### src/hdl/press_mon_defs.svh
/*
  Constants of the press contact fault monitor: timing, addresses,
  register bit positions and reset values.
  Assumes a 125 MHz controller clock.
*/
`ifndef PRESS_MON_DEFS_SVH
`define PRESS_MON_DEFS_SVH

// ----------------------------------------
// Timing
// ----------------------------------------
`define PM_CLK_HZ       64'd125000000
`define PM_CLR_SHORT_MS 64'd100
`define PM_CLR_LONG_MS  64'd350
`define PM_CLR_MAX_S    64'd30
// Least times round up, the longest time rounds down
`define PM_SHORT_CYC ((`PM_CLK_HZ*`PM_CLR_SHORT_MS+64'd999)/64'd1000)
`define PM_LONG_CYC  ((`PM_CLK_HZ*`PM_CLR_LONG_MS+64'd999)/64'd1000)
`define PM_MAX_CYC   (`PM_CLK_HZ*`PM_CLR_MAX_S)

// ----------------------------------------
// Register map
// ----------------------------------------
`define PM_ADDR_CTRL 4'h0
`define PM_ADDR_STAT 4'h4
`define PM_CTRL_RST  6'h00
`define PM_RESP_OK   2'h0
`define PM_RESP_DEC  2'h3
// Control bits
`define PM_B_CLR_EN 0
`define PM_B_LONG   1
`define PM_B_MULTI  2
`define PM_B_ANY    3
`define PM_B_ADV    4
`define PM_B_COAST  5
// Status bits
`define PM_S_PERMIT 0
`define PM_S_TOP    1
`define PM_S_UP     2
`define PM_S_PEND   3
`define PM_S_SEQ    4
`define PM_S_OVR    5
`define PM_S_ANY    6

`endif

### src/hdl/press_mon_pkg.sv
/*
  Types of the press contact fault monitor.
  Assumes press_mon_defs.svh supplies all numeric constants.
*/
package press_mon_pkg;

  // Cycle phase, one-hot
  typedef enum logic [2:0] {
    PH_TOP  = 3'b001,
    PH_DOWN = 3'b010,
    PH_UP   = 3'b100
  } phase_t;

  // Sampled contact and pin levels
  typedef struct packed {
    logic top;
    logic bot;
    logic adv;
    logic coast;
    logic permit;
    logic clr;
  } pins_t;

  // State of the monitor, all but the clear pulse timer
  typedef struct packed {
    pins_t       s1;
    pins_t       s2;
    pins_t       p;
    logic        drv_p;
    phase_t      phase;
    logic [1:0]  bcnt;
    logic        start_seen;
    logic        adv_dn;
    logic        top_zone;
    logic        up;
    logic        permit;
    logic        pend;
    logic        seq;
    logic        ovr;
    logic        anyf;
    logic [5:0]  ctrl;
    logic        aw_ok;
    logic [3:0]  awa;
    logic        w_ok;
    logic [31:0] wd;
    logic        wst;
    logic        bvalid;
    logic [1:0]  bresp;
    logic        rvalid;
    logic [31:0] rdata;
    logic [1:0]  rresp;
  } mon_st_t;

  // State of the clear pulse timer
  typedef struct packed {
    logic [31:0] cnt;
    logic        armed;
    logic        lvl_p;
    logic        acc;
  } clr_st_t;

endpackage

### src/hdl/clear_pulse_timer.sv
/*
  Fault-clear pulse qualifier: measures the high phase of an already
  synchronised request and flags a valid low-high-low pulse.
  Assumes level is in the aclk domain.
*/
`timescale 1ns/1ps
`default_nettype none
module clear_pulse_timer
  import press_mon_pkg::*;
#(
  parameter logic [31:0] SHORT_CYC = 32'd12500000,
  parameter logic [31:0] LONG_CYC  = 32'd43750000,
  parameter logic [31:0] MAX_CYC   = 32'd3750000000
) (
  input  wire logic aclk,
  input  wire logic aresetn,
  input  wire logic ce,
  input  wire logic enable,
  input  wire logic long_sel,
  input  wire logic level,
  output logic      accept
);

  clr_st_t     q;
  clr_st_t     n;
  logic [31:0] min_cyc;

  assign min_cyc = long_sel ? LONG_CYC : SHORT_CYC;
  assign accept  = q.acc;

  // ----------------------------------------
  // Pulse measurement
  // ----------------------------------------
  // A high phase seen at reset or enable is not armed: low must come first
  always_comb begin
    n       = q;
    n.acc   = 1'b0;
    n.lvl_p = level;
    if (!enable) begin
      n.armed = 1'b0;
      n.cnt   = '0;
    end else if (!level) begin
      if (q.lvl_p && q.armed && q.cnt >= min_cyc && q.cnt <= MAX_CYC) begin
        n.acc = 1'b1;
      end
      n.armed = 1'b1;
      n.cnt   = '0;
    end else if (q.armed && q.cnt <= MAX_CYC) begin
      n.cnt = q.cnt + 32'h1; // Saturates one past the limit
    end
  end

  always_ff @(posedge aclk) begin
    if (!aresetn) begin
      q <= '0;
    end else if (ce) begin
      q <= n;
    end
  end
endmodule
`default_nettype wire

### src/hdl/press_contact_fault_monitor.sv
/*
  Press cycle contact monitor with AXI4-Lite control and status.
  Watches top, bottom, advance and coast-zone contacts, drives the
  press permit, top-zone and upstroke outputs and latches faults.
  Assumes contacts, permit and clear request are asynchronous pins,
  drive_active comes from logic on aclk.
*/
`timescale 1ns/1ps
`default_nettype none
`include "press_mon_defs.svh"
module press_contact_fault_monitor
  import press_mon_pkg::*;
#(
  parameter logic [31:0] SHORT_CYC = 32'(`PM_SHORT_CYC),
  parameter logic [31:0] LONG_CYC  = 32'(`PM_LONG_CYC),
  parameter logic [31:0] MAX_CYC   = 32'(`PM_MAX_CYC)
) (
  input  wire logic        aclk,
  input  wire logic        aresetn,
  input  wire logic        ce,
  input  wire logic        top_position_contact,
  input  wire logic        bottom_position_contact,
  input  wire logic        advance_contact,
  input  wire logic        coast_zone_contact,
  input  wire logic        permit_in,
  input  wire logic        fault_clear_request,
  input  wire logic        drive_active,
  output logic             press_permit,
  output logic             top_zone,
  output logic             upstroke_phase,
  output logic             reset_pending,
  output logic             sequence_fault,
  output logic             overrun_fault,
  output logic             any_fault,
  input  wire logic [3:0]  awaddr,
  input  wire logic        awvalid,
  output logic             awready,
  input  wire logic [31:0] wdata,
  input  wire logic [3:0]  wstrb,
  input  wire logic        wvalid,
  output logic             wready,
  output logic [1:0]       bresp,
  output logic             bvalid,
  input  wire logic        bready,
  input  wire logic [3:0]  araddr,
  input  wire logic        arvalid,
  output logic             arready,
  output logic [31:0]      rdata,
  output logic [1:0]       rresp,
  output logic             rvalid,
  input  wire logic        rready
);

  mon_st_t q;
  mon_st_t n;
  pins_t   pins;
  pins_t   c;
  pins_t   pv;
  logic    top_r;
  logic    top_f;
  logic    bot_r;
  logic    bot_f;
  logic    adv_f;
  logic    drv_r;
  logic    multi;
  logic    adv_on;
  logic    mon;
  logic    seq_evt;
  logic    ovr_evt;
  logic    stop_req;
  logic    clr_acc;
  logic    clr_take;
  logic    fault_n;
  logic [1:0]  bmax;
  logic [31:0] stat;

  // ----------------------------------------
  // Input sampling
  // ----------------------------------------
  assign pins = '{top: top_position_contact, bot: bottom_position_contact,
                  adv: advance_contact, coast: coast_zone_contact,
                  permit: permit_in, clr: fault_clear_request};
  // Contact edges compare the settled sample with the one before, the drive edge the live input
  assign c     = q.s2;
  assign pv    = q.p;
  assign top_r = c.top & ~pv.top;
  assign top_f = ~c.top & pv.top;
  assign bot_r = c.bot & ~pv.bot;
  assign bot_f = ~c.bot & pv.bot;
  assign adv_f = ~c.adv & pv.adv;
  assign drv_r = drive_active & ~q.drv_p;

  assign multi  = q.ctrl[`PM_B_MULTI];
  assign adv_on = q.ctrl[`PM_B_ADV];
  assign bmax   = multi ? 2'd2 : 2'd1;
  // Checks pause on low permit, its first sample back (false edges after reset) or a fault
  assign mon    = c.permit & pv.permit & ~q.pend;

  // ----------------------------------------
  // Clear request qualification
  // ----------------------------------------
  clear_pulse_timer #(
    .SHORT_CYC (SHORT_CYC),
    .LONG_CYC  (LONG_CYC),
    .MAX_CYC   (MAX_CYC)
  ) u_clr (
    .aclk     (aclk),
    .aresetn  (aresetn),
    .ce       (ce),
    .enable   (q.ctrl[`PM_B_CLR_EN]),
    .long_sel (q.ctrl[`PM_B_LONG]),
    .level    (c.clr),
    .accept   (clr_acc)
  );
  assign clr_take = clr_acc & q.ctrl[`PM_B_CLR_EN];

  // ----------------------------------------
  // Fault detection
  // ----------------------------------------
  // Stopped means no drive start seen in the top area and drive off now
  assign stop_req = ~q.start_seen & ~drive_active;
  assign ovr_evt  = mon & top_f & stop_req;

  always_comb begin
    seq_evt = 1'b0;
    // Single mode: bottom rises while on top, falls while off top
    if (!multi && bot_r && c.top) seq_evt = 1'b1;
    if (!multi && bot_f && !c.top) seq_evt = 1'b1;
    if (!multi && top_f && c.bot) seq_evt = 1'b1;
    if (!multi && top_r && q.bcnt != 2'd1) seq_evt = 1'b1;
    if (bot_r && q.bcnt == bmax) seq_evt = 1'b1;
    // Advance may only fall away from the top contact
    if (adv_on && adv_f && c.top) seq_evt = 1'b1;
    // Coast zone and top must never both be low
    if (q.ctrl[`PM_B_COAST] && !c.coast && !c.top) seq_evt = 1'b1;
    seq_evt = seq_evt & mon;
  end

  // ----------------------------------------
  // Register file decode
  // ----------------------------------------
  assign stat = {25'h0, q.anyf, q.ovr, q.seq, q.pend, q.up, q.top_zone, q.permit};

  // ----------------------------------------
  // Next state
  // ----------------------------------------
  always_comb begin
    n       = q;
    n.s1    = pins;
    n.s2    = q.s1;
    n.p     = q.s2;
    n.drv_p = drive_active;

    // Cycle tracking
    if (!c.permit) begin
      // Resync tracking so a resumed cycle is not misjudged
      n.phase      = c.top ? PH_TOP : (c.bot ? PH_UP : PH_DOWN);
      n.bcnt       = {1'b0, c.bot & ~c.top};
      n.start_seen = 1'b1;
    end else begin
      if (top_f) begin
        n.phase      = PH_DOWN;
        n.bcnt       = 2'd0;
        n.start_seen = 1'b0;
        n.adv_dn     = 1'b0;
      end
      if (bot_r) begin
        n.phase = PH_UP;
        if (q.bcnt != 2'd3) n.bcnt = q.bcnt + 2'd1;
      end
      if (top_r) n.phase = PH_TOP;
      if (drv_r && q.top_zone) n.start_seen = 1'b1;
      if (adv_on && adv_f && !c.bot) n.adv_dn = 1'b1;
    end

    // Top area: entered by top rise or advance fall, left by top fall or a bottom rise off top
    if (top_f || (bot_r && !c.top)) n.top_zone = 1'b0;
    if (top_r || (adv_on && adv_f)) n.top_zone = 1'b1;

    // Upstroke: first bottom rise until top, advance or, in multi mode, a bottom fall ends it
    if (top_r || (adv_on && adv_f) || (multi && bot_f)) n.up = 1'b0;
    else if (bot_r && q.bcnt == 2'd0 && !n.adv_dn) n.up = 1'b1;

    // Latched faults, a new fault wins over a clear in the same cycle
    n.seq  = (q.seq & ~clr_take) | seq_evt;
    n.ovr  = (q.ovr & ~clr_take) | ovr_evt;
    n.pend = (q.pend & ~clr_take) | seq_evt | ovr_evt;
    fault_n = n.seq | n.ovr;
    if (clr_take && !fault_n) begin
      n.top_zone = c.top;
      n.up       = 1'b0;
    end
    if (fault_n) begin
      n.top_zone = 1'b0;
      n.up       = 1'b0;
    end
    n.anyf   = q.ctrl[`PM_B_ANY] & fault_n;
    n.permit = c.permit & ~n.pend;

    // AXI write: address and data taken in either order
    if (awvalid && awready) begin
      n.aw_ok = 1'b1;
      n.awa   = awaddr;
    end
    if (wvalid && wready) begin
      n.w_ok = 1'b1;
      n.wd   = wdata;
      n.wst  = wstrb[0];
    end
    if (q.aw_ok && q.w_ok) begin
      n.aw_ok  = 1'b0;
      n.w_ok   = 1'b0;
      n.bvalid = 1'b1;
      n.bresp  = `PM_RESP_OK;
      if (q.awa == `PM_ADDR_CTRL) begin
        if (q.wst) n.ctrl = q.wd[5:0];
      end else if (q.awa == `PM_ADDR_STAT) begin
        n.bresp = `PM_RESP_OK; // Read-only, write dropped
      end else begin
        n.bresp = `PM_RESP_DEC;
      end
    end
    if (q.bvalid && bready) n.bvalid = 1'b0;

    // AXI read
    if (q.rvalid && rready) n.rvalid = 1'b0;
    if (arvalid && arready) begin
      n.rvalid = 1'b1;
      n.rresp  = `PM_RESP_OK;
      if (araddr == `PM_ADDR_CTRL) begin
        n.rdata = {26'h0, q.ctrl};
      end else if (araddr == `PM_ADDR_STAT) begin
        n.rdata = stat;
      end else begin
        n.rdata = 32'h0;
        n.rresp = `PM_RESP_DEC;
      end
    end
  end

  // ----------------------------------------
  // State register
  // ----------------------------------------
  // Clock enable low freezes everything, bus handshakes included
  always_ff @(posedge aclk) begin
    if (!aresetn) begin
      q       <= '0;
      q.phase <= PH_TOP;
      q.ctrl  <= `PM_CTRL_RST;
    end else if (ce) begin
      q <= n;
    end
  end

  // ----------------------------------------
  // Outputs
  // ----------------------------------------
  assign press_permit   = q.permit;
  assign top_zone       = q.top_zone;
  assign upstroke_phase = q.up;
  assign reset_pending  = q.pend;
  assign sequence_fault = q.seq;
  assign overrun_fault  = q.ovr;
  assign any_fault      = q.anyf;
  // Readies drop while ce is low, so frozen state never misses a transfer
  assign awready = ~q.aw_ok & ~q.bvalid & ce;
  assign wready  = ~q.w_ok & ~q.bvalid & ce;
  assign bvalid  = q.bvalid;
  assign bresp   = q.bresp;
  assign arready = ~q.rvalid & ce;
  assign rvalid  = q.rvalid;
  assign rdata   = q.rdata;
  assign rresp   = q.rresp;
endmodule
`default_nettype wire

### config.mk
export PLATFORM = sky130hd
export DESIGN_NAME = press_contact_fault_monitor
export DESIGN_NICKNAME = d
export VERILOG_FILES = /design/src/hdl/press_mon_pkg.sv /design/src/hdl/clear_pulse_timer.sv /design/src/hdl/press_contact_fault_monitor.sv
export VERILOG_INCLUDE_DIRS = /design/src /design/src/hdl
export SDC_FILE = /design/constraint.sdc
export NUM_CORES = 1
export LEC_CHECK = 0
export BUFFER_PORTS_ARGS = -buffer_cell sky130_fd_sc_hd__buf_2
export CAP_MARGIN = 0
export CORE_MARGIN = 4
export CORE_UTILIZATION = 36
export CTS_CLUSTER_SIZE = 40
export DETAILED_ROUTE_END_ITERATION = 10
export PLACE_DENSITY = 0.61
export SLEW_MARGIN = 40
export SYNTH_ARGS = -nofsm -noshare
export SYNTH_HDL_FRONTEND = slang
export SYNTH_SLANG_ARGS = --single-unit
### constraint.sdc
create_clock -name aclk -period 4.11 [get_ports aclk]
set_clock_uncertainty 0.05 [all_clocks]
set_input_delay 0.411 -clock aclk [delete_from_list [all_inputs] [get_ports aclk]]
set_output_delay 0.411 -clock aclk [all_outputs]
set_load 0.02 [all_outputs]
==> run_results.csv, run 1 <==
group,metric,value,unit
clock_tree,postCtsHoldBufs,0,
worst_setup_path,cp.arrival,2.88,ns
sta,max_slew_margin,53.4,%
worst_setup_path,cp-start-kind,"flip-flop",
routing,vias,4075,
die,pin_count,107,
global_routing,grt_usage,14.1,%
worst_setup_path,cp_slowest_cell,"or4_1",
routing,antenna_left,0,
clock_tree,cts_buffers,9,
routing,wirelength,11.3,mm
worst_setup_path,slowest_delay,0.56,ns
worst_setup_path,critPathMaxFanout,33,
global_routing,grt_max_degree,70,
die,rows,42,
placement,io_buffers,52,
finish,layout.nets,677,
placement,dp_slack,1.30,ns
worst_setup_path,cp-end-kind,"flip-flop",
synth,yosys.area.top_type,"dfxtp_1",
synth,netlist_area,4980,um^2
die,die_w,126,um
die,die-area,15800,um^2
synth,synth_top_family_by_area,"simple AND/OR/NAND/NOR gates",
routing,route.detailed.drc,0,
synth,async_flop_share,0,%
sta,worst_pin_slew,0.691,ns
clock_tree,cts_sinks,93,
clock_tree,cts_tree,"built",
global_routing,grt-ovfl-total,0,
sta,fin_crit,2.67,ns
die,die_h,126,um
synth,synth-edff-count,0,
synth,synth_flop_cell,"dfxtp_1",
routing,first_pass_iters,4,
placement,place_congestion,0.852,
global_routing,grt_pass1_wl,18.9,mm
power,ir_drop,0.203,mV
power,powerDensity,347,nW/um^2
sta,max_freq,375,MHz
clock_tree,clk_pin_slew_worst_paths,0.07,ns
hold_path,hp-class,"in2reg",
sta,slew_viol_final,0,
synth,ys_top_cells_by_count,"dfxtp_1 (93), nor2b_1 (52), nand2_1 (45), buf_4 (36), mux2i_1 (36)",
clock_tree,cts_max_level,3,
synth,synth_fa_ha_area_share,3.77,%
synth,yosysTopAreaCellShare,37.4,%
synth,synth_xor_area_share,0.879,%
power,p_leak,2.13,nW
sta,rsz0062_at_grt,"no",
clock_tree,ctsResizeCount,0,
global_routing,antenna_found_initial,0,
sta,finalSetupTns,0,ns
finish,layout-drive-gt1-share,14.3,%
finish,nFillCells,1354,
synth,ys_types,61,
sta,hold_viol,0,
synth,synth_area_per_cell,8.65,um^2
routing,drt_iter0_drc,202,
synth,yosysMostFrequentCell,"dfxtp_1",
routing,wl_per_cell,14.4,um
finish,num_antenna_cells,0,
synth,syn-instance-count,576,
clock_tree,clkLatencyLatePin,0.34,ns
finish,final_area,5500,um^2
sta,setup_viol_count_final,0,
outcome,status,"complete, no violations",
placement,place_area,5200,um^2
worst_setup_path,cp_cell_sequence,"inv_1 -> ha_1 -> nor3b_2 -> nand4_1 -> nor4_4 -> a21oi_2 -> a21o_2 -> or4_1 -> a21oi_1",
sta,setup_ws,1.44,ns
synth,synth_seq_cells,93,
synth,ys_warn_count,0,
synth,synth_mux_area_share,8.36,%
placement,hpwl,8.06,mm
clock_tree,root_buffer,"clkbuf_16",
global_routing,grt_pass1_vias,4025,
finish,area_growth,10.4,%
sta,fin_crit_sh,64.9,%
routing,viasPerCell,5.20,
clock_tree,clock_tree.buffer_depth,2,
clock_tree,cts_setup_buffers,0,
run,max_cap_violations,0,
synth,synth.area.top_cells,"dfxtp_1 (37%), mux2i_1 (7.2%), nor2b_1 (6.5%)",
synth,seq_area_frac_synth,37.4,%
worst_setup_path,critPathKind,"reg2reg",
die,start_util,37.2,%
synth,synth-compound-area-share,15.9,%
worst_setup_path,cp_data_required_time,4.32,ns
die,core,13400,um^2
synth,synthSimpleGateAreaFrac,25.1,%
==> worst paths after layout <==
check                                             start          end  slack (ns)  depth (start not counted)
worst max register to register               u_clr.q[3]  u_clr.q[33]        1.44                          9
worst min-delay path            bottom_position_contact       n[108]        0.27                          3
worst min register to register                   rvalid       rvalid        0.44                          2
worst max-delay path                         u_clr.q[3]  u_clr.q[33]        1.44                          9
==> layer usage <==
layer  vias to the layer above  share of wire, %  track usage (%)
li1                       2050                 -                -
met1                      1930                43             16.9
met2                        76                50             24.9
met3                        19               4.7             3.18
met4                         0               1.8             4.85
met5                         -                 0                0
==> worst max-delay path, delay by kind of cell, from the launching register on <==
family / cells / cell delay, ns
fa+ha+maj: 1 / 0.15
buf+inv: 1 / 0.09
flops: 1 / 0.36
compound gates: 3 / 0.70
simple gates: 4 / 1.23
==> metrics by stage <==
| stage | power (W) | instances | hold WS, ns | utilization, % |
|---|---|---|---|---|
| 2_1_floorplan | 0.00107 | 600 | 0.397 | - |
| 3_3_place_gp | 0.00109 | 768 | 0.412 | 38.8 |
| 3_5_place_dp | 0.00109 | 768 | 0.436 | 38.8 |
| 4_1_cts | 0.00193 | 784 | 0.260 | 41.1 |
| 5_1_grt | 0.00198 | 784 | 0.265 | 41.1 |
| 6_report | 0.00191 | 784 | 0.268 | 41.1 |
==> sequential cells by signal (all words and copies together) (netlist names), 4 cells and up <==
register,flops
u_clr.q,34
q,22
rdata,7
c,6
n,6
pv,4
==> cell usage in the layout (no fill, tap or decap), types with 4 or more instances in the layout <==
cell type / n
nor2b_1: 52
inv_1: 13
or3_1: 16
mux2i_1: 36
nor3_1: 4
nor2_1: 27
and2_1: 9
nand3_1: 16
nand2b_1: 4
nand4_1: 13
and3_1: 11
a22oi_1: 8
o31ai_1: 4
buf_2: 52
xnor2_1: 4
a21oi_1: 35
clkbuf_16: 9
inv_8: 4
dfxtp_1: 93
mux2_2: 5
nor4_1: 5
ha_1: 15
a21boi_0: 6
nand2_1: 44
o21ai_0: 34
conb_1: 25
==> kinds of logic after synthesis <==
kind of cell | count (synthesis)
adders and majority gates | 15
xor gates and xnor gates | 5
buffers and inverters | 76
AOI/OAI and AO/OA | 123
and+or+nand+nor | 222
other | 1
muxes | 41
DFF | 93
==> report_power, final <==
group | switching, W | internal [W]
Sequential | 0.0000133 | 0.000919
Combinational | 0.0000871 | 0.0000506
Clock | 0.000392 | 0.000446
==> cell type report <==
type | count | area, um^2 | share of cell area (%)
inverter | 13 | 48.8 | 0.887
multi-input combinational | 431 | 2790 | 50.7
timing repair buffer | 55 | 283 | 5.14
sequential | 93 | 1860 | 33.8
clock buffer | 10 | 239 | 4.34
clock inverter | 6 | 61.3 | 1.11
tap | 176 | 220 | 4.00
Power figures use the tool's default switching activity.
==> run 2: changes to the inputs <==
Settings changed: ABC_AREA from default to 1, PLACE_DENSITY 0.61 to 0.62.
Clock period 4.11 ns to 2.15 ns, I/O delays scaled along.
==> run 2 against run 1 <==
Net effect:
- sequential share of layout area fell by 4.1 points
- sequential power rose by 95%
- first-iteration DRC count rose by 110%
- combinational power rose to 2.8 times the previous value
- largest power group unchanged
==> run_results.csv, run 2 <==
group,metric,value,unit
outcome,status,"complete, no violations",
placement,hpwl,11.0,mm
synth,ys_warn_count,0,
sta,slew_viol_final,0,
sta,setup_ws,0.137,ns
worst_setup_path,rr_startpoint,"u_clr.q[29]",
worst_setup_path,cp_slowest_cell,"nor3_1",
worst_setup_path,cp-end-kind,"flip-flop",
worst_setup_path,cp.arrival,2.24,ns
die,die-area,17400,um^2
die,pin_count,107,
finish,num_antenna_cells,0,
global_routing,grt_max_degree,36,
finish,layout-drive-gt1-share,13.7,%
worst_setup_path,cp-start-kind,"flip-flop",
synth,ys_types,42,
hold_path,min_to,"n[109]",
finish,final_cells,1073,
synth,synth.area.top_cells,"dfxtp_1 (34%), nand2_1 (9.9%), a21oi_1 (7.6%)",
global_routing,grt-ovfl-total,0,
clock_tree,clock_tree.buffer_depth,2,
placement,io_buffers,52,
clock_tree,cts_sinks,93,
sta,max_slew_margin,64.1,%
finish,nFillCells,1595,
routing,vias,5343,
finish,largest_reg_flops,34,
worst_setup_path,critPathKind,"reg2reg",
die,start_util,37.4,%
worst_setup_path,slowest_delay,0.34,ns
sta,worst_pin_slew,0.538,ns
synth,netlist_area,5510,um^2
synth,yosysTopAreaCellShare,33.8,%
placement,dp_slack,0.192,ns
hold_path,min-delay-start,"top_position_contact",
placement,place_congestion,0.926,
run,max_cap_violations,0,
hold_path,hp-class,"in2reg",
die,core,14800,um^2
synth,seq_area_frac_synth,33.8,%
clock_tree,clkLatencyLatePin,0.35,ns
finish,multiInputGateArea,2970,um^2
power,ir_drop,0.493,mV
routing,antenna_left,0,
global_routing,grt_pass1_vias,4863,
worst_setup_path,worst-path-buf-inv,3,
finish,regMostFlops,"u_clr.q",
clock_tree,clk_pin_slew_worst_paths,0.07,ns
synth,synth-edff-count,0,
clock_tree,root_buffer,"clkbuf_16",
die,die_h,132,um
synth,ys_top_cells_by_count,"nand2_1 (145), dfxtp_1 (93), inv_1 (93), nor2_1 (93), a21oi_1 (84)",
synth,synth_flop_cell,"dfxtp_1",
finish,layout_common_cells,"nand2_1 (145), inv_1 (93), dfxtp_1 (92)",
sta,setup_viol_count_final,0,
placement,dp.cells,1057,
worst_setup_path,regToRegSetupSlack,0.14,ns
clock_tree,cts_buffers,9,
clock_tree,cts_tree,"built",
routing,wirelength,14.6,mm
sta,hold_viol,0,
power,p_leak,2.49,nW
synth,syn-instance-count,831,
worst_setup_path,cp_data_required_time,2.38,ns
die,die_w,132,um
sta,fin_hold_ws,0.0290,ns
clock_tree,ctsResizeCount,0,
finish,final_common_cell,"nand2_1",
die,rows,44,
finish,layout.nets,958,
synth,synth_area_per_cell,6.63,um^2
clock_tree,postCtsHoldBufs,0,
clock_tree,cts_max_level,3,
synth,yosysMostFrequentCell,"nand2_1",
hold_path,holdPathStages,3,
finish,area_growth,13.7,%
worst_setup_path,critPathMaxFanout,14,
global_routing,grt_usage,16.9,%
sta,fin_crit_sh,93.6,%
sta,fin_crit,2.01,ns
synth,synth_seq_cells,93,
power,p_total,0.00386,W
synth,yosys.area.top_type,"dfxtp_1",
clock_tree,cts_setup_buffers,0,
routing,wl_per_cell,13.6,um
finish,regArea,1860,um^2
worst_setup_path,path_delay_family,"simple AND/OR/NAND/NOR gates",
power,powerDensity,616,nW/um^2
global_routing,antenna_found_initial,0,
routing,viasPerCell,4.98,
routing,route.detailed.drc,0,
routing,drt_iter0_drc,421,
global_routing,grt_pass1_wl,24.3,mm
worst_setup_path,r2r_cells,11,
routing,first_pass_iters,5,
synth,async_flop_share,0,%
worst_setup_path,rr_endpoint,"u_clr.q[9]",
finish,fin_util,42.5,%
worst_setup_path,cp_cell_sequence,"inv_1 -> nor3_1 -> nand2_1 -> nor2_2 -> nand4_1 -> nand2_2 -> nand3_4 -> buf_4 -> inv_1 -> nand2_1 -> a21oi_1",
sta,max_freq,497,MHz
==> run 2: changes by cell type in the layout (fill, tap and decap cells not counted), moves of 12 or more <==
cell     before  now
nand2_1      44  145
inv_1        13   93
nor2_1       27   90
nand3_1      16   74
nor2b_1      52    0
a21oi_1      35   84
mux2i_1      36    0
nor3_1        4   38
buf_4         3   34
o21ai_0      34   54
or3_1        16    1
xor2_1        1   13
==> run 2: worst register-to-register path, cell delays in order, from the launching register on <==
cell and delay, ns:
dfxtp_1 0.33, inv_1 0.06, nor3_1 0.34, nand2_1 0.15, nor2_2 0.19, nand4_1 0.12
nand2_2 0.12, nand3_4 0.09, buf_4 0.21, inv_1 0.11, nand2_1 0.06, a21oi_1 0.13
==> run 2: worst max path at each step <==
stage | start | endpoint | slack [ns] | cells after the start
after floorplan | bvalid | q[38] | 0.36 | 5
after global routing | u_clr.q[21] | u_clr.q[4] | -0.001 | 12
after CTS | u_clr.q[29] | u_clr.q[4] | 0.17 | 11
after global placement | u_clr.q[29] | u_clr.q[4] | 0.21 | 11
final | u_clr.q[29] | u_clr.q[9] | 0.14 | 11
after detailed placement | u_clr.q[29] | u_clr.q[4] | 0.19 | 11
==> run 2: kinds of logic (layout without fill, tap and decap cells) <==
| group | count (synthesis) | in the layout | synth area share, % |
|---|---|---|---|
| AND/OR/NAND/NOR | 383 | 383 | 30.4 |
| buffers and inverters | 165 | 199 | 14.6 |
| AO/OA/AOI/OAI | 160 | 160 | 15.5 |
| flip-flops | 93 | 93 | 33.8 |
| adder cells (fa/ha/maj) | 15 | 15 | 3.40 |
| XOR/XNOR | 14 | 14 | 2.22 |
| other | 1 | 25 | 0.0680 |
==> run 2: routing by layer <==
metal | vias up | wire, um | GRT usage, %
li1 | 2797 | - | -
met1 | 2379 | 7010 | 23.2
met2 | 143 | 6640 | 26.8
met3 | 24 | 686 | 2.25
met4 | 0 | 300 | 6.77
met5 | - | 0 | 0
==> run 2: layout make-up <==
| class | instances | share of cell area (%) |
|---|---|---|
| inverter | 96 | 5.75 |
| clock inverter | 6 | 1.10 |
| multi-input combinational | 597 | 47.4 |
| tap | 184 | 3.67 |
| sequential | 93 | 29.7 |
| timing repair buffer | 87 | 8.54 |
| clock buffer | 10 | 3.81 |
==> run 2: where the power goes <==
part	total [W]	leakage [nW]	internal, W	switching [W]
combinational	0.000382	1.58	0.000116	0.000266
sequential	0.00182	0.759	0.00178	0.0000380
clock	0.00166	0.149	0.000942	0.000719
total	0.00386	2.49	0.00284	0.00102
==> run 2: metrics by stage <==
| step | TNS [ns] | cell area (um^2) |
|---|---|---|
| after floorplan | 0 | 5600 |
| after global placement | 0 | 5930 |
| after detailed placement | 0 | 5930 |
| after CTS | 0 | 6240 |
| after global routing | -0.00104 | 6270 |
| final | 0 | 6270 |
==> run 3: changes to the inputs <==
Settings changed: RECOVER_POWER from default to 50.
==> run 3 against run 2 <==
Net effect:
- register-to-register slack barely moved
- combinational power shrank 2%
- final area is 0.54% lower
- largest power group unchanged
- global-route usage is the same
- clock power about the same
- routed wire length is 0.33% higher
- power is 0.12% lower
- sequential cell count unchanged
- first-iteration DRC count up 1.9%
- via count rose by 0.13%
- core utilization is 0.23 points lower
- highest routed layer unchanged
- maximum frequency rose by 0.13%
==> run_results.csv, run 3 (synthesis gave the netlist of run 2 again) <==
group,metric,value,unit
power,p_leak,2.39,nW
power,ir_drop,0.494,mV
global_routing,grt_usage,16.9,%
sta,fin_crit_sh,93.5,%
worst_setup_path,cp.arrival,2.24,ns
global_routing,grt_pass1_vias,4863,
finish,largest_reg_flops,34,
global_routing,antenna_found_initial,0,
clock_tree,clk_pin_slew_worst_paths,0.07,ns
finish,layout.nets,958,
finish,num_antenna_cells,0,
finish,layout-drive-gt1-share,11.0,%
sta,setup_viol_count_final,0,
die,rows,44,
placement,place_area,5930,um^2
run,max_cap_violations,0,
routing,first_pass_iters,5,
finish,regArea,1860,um^2
hold_path,hp-class,"in2reg",
routing,vias,5350,
finish,final_common_cell,"nand2_1",
die,die_w,132,um
power,powerDensity,619,nW/um^2
clock_tree,clock_tree.buffer_depth,2,
die,core,14800,um^2
finish,regMostFlops,"u_clr.q",
placement,hpwl,11.0,mm
routing,route.detailed.drc,0,
placement,io_buffers,52,
worst_setup_path,cp-end-kind,"flip-flop",
power,p_total,0.00386,W
placement,dp_slack,0.192,ns
sta,worst_pin_slew,0.990,ns
clock_tree,postCtsHoldBufs,0,
sta,hold_viol,0,
routing,wirelength,14.7,mm
routing,drt_iter0_drc,429,
die,start_util,37.4,%
die,die_h,132,um
routing,antenna_left,0,
sta,fin_crit,2.01,ns
finish,multiInputGateArea,2970,um^2
finish,final_cells,1073,
placement,dp.cells,1057,
sta,max_freq,497,MHz
worst_setup_path,cp-start-kind,"flip-flop",
clock_tree,root_buffer,"clkbuf_16",
finish,layout_common_cells,"nand2_1 (145), inv_1 (94), dfxtp_1 (92)",
clock_tree,cts_buffers,9,
sta,setup_ws,0.139,ns
global_routing,grt-ovfl-total,0,
die,pin_count,107,
routing,wl_per_cell,13.7,um
clock_tree,cts_tree,"built",
clock_tree,clkLatencyLatePin,0.35,ns
worst_setup_path,cp_data_required_time,2.38,ns
outcome,status,"complete, no violations",
finish,final_area,6230,um^2
worst_setup_path,critPathKind,"reg2reg",
worst_setup_path,critPathMaxFanout,14,
finish,area_growth,13.1,%
clock_tree,cts_sinks,93,
global_routing,grt_pass1_wl,24.3,mm
sta,slew_viol_final,0,
sta,max_slew_margin,34.0,%
sta,finalSetupTns,0,ns
routing,viasPerCell,4.99,
finish,nFillCells,1606,
clock_tree,cts_max_level,3,
die,die-area,17400,um^2
global_routing,grt_max_degree,36,
placement,place_congestion,0.926,
==> run 3: worst paths after layout <==
kind / depth (start not counted) / slack, ns / end / start
worst max-delay path: 11 / 0.14 / u_clr.q[9] / u_clr.q[29]
worst min register to register: 2 / 0.40 / q[40] / q[40]
worst max register to register: 11 / 0.14 / u_clr.q[9] / u_clr.q[29]
worst min-delay path: 3 / 0.03 / n[109] / top_position_contact
==> run 3: timing repair <==
action | 4_1_cts | 5_1_grt
setup buffers | 0 | 0
setup endpoints to repair | 0 | 10
gates resized for setup | 0 | 8
==> run 3: final cells by class <==
| class | count | share of cell area [%] |
|---|---|---|
| clock buffers | 10 | 3.83 |
| clock inverters | 6 | 1.10 |
| inverters | 96 | 5.78 |
| multi-input cells | 597 | 47.7 |
| flip-flops and latches | 93 | 29.9 |
| well taps | 184 | 3.69 |
| repair buffers | 87 | 8.05 |
==> run 3: through the flow <==
stage,hold WS (ns),utilization [%]
after floorplan,0.300,-
final,0.0278,42.2
after CTS,0.0191,42.3
after global routing,0.0400,42.2
after detailed placement,0.391,40.2
after global placement,0.385,40.2
==> run 3: where the power goes <==
group	total (W)	internal (W)	switching, W	leakage [nW]
sequential	0.00182	0.00178	0.0000387	0.759
combinational	0.000376	0.000109	0.000267	1.49
clock	0.00166	0.000942	0.000720	0.149
total	0.00386	0.00283	0.00102	2.39
==> run 3: worst max-delay path: stages, from the launching register on <==
cell     delay, ns
dfxtp_1       0.33
inv_1         0.06
nor3_1        0.34
nand2_1       0.15
nor2_2        0.19
nand4_1       0.12
nand2_2       0.12
nand3_4       0.09
buf_4         0.21
inv_1         0.10
nand2_1       0.06
a21oi_1       0.13
==> run 3: per-layer routing <==
| metal | global-route usage, % | vias up | wire length [um] |
|---|---|---|---|
| li1 | - | 2801 | - |
| met1 | 23.2 | 2384 | 6950 |
| met2 | 26.8 | 139 | 6630 |
| met3 | 2.25 | 26 | 756 |
| met4 | 6.77 | 0 | 353 |
| met5 | 0 | - | 0 |
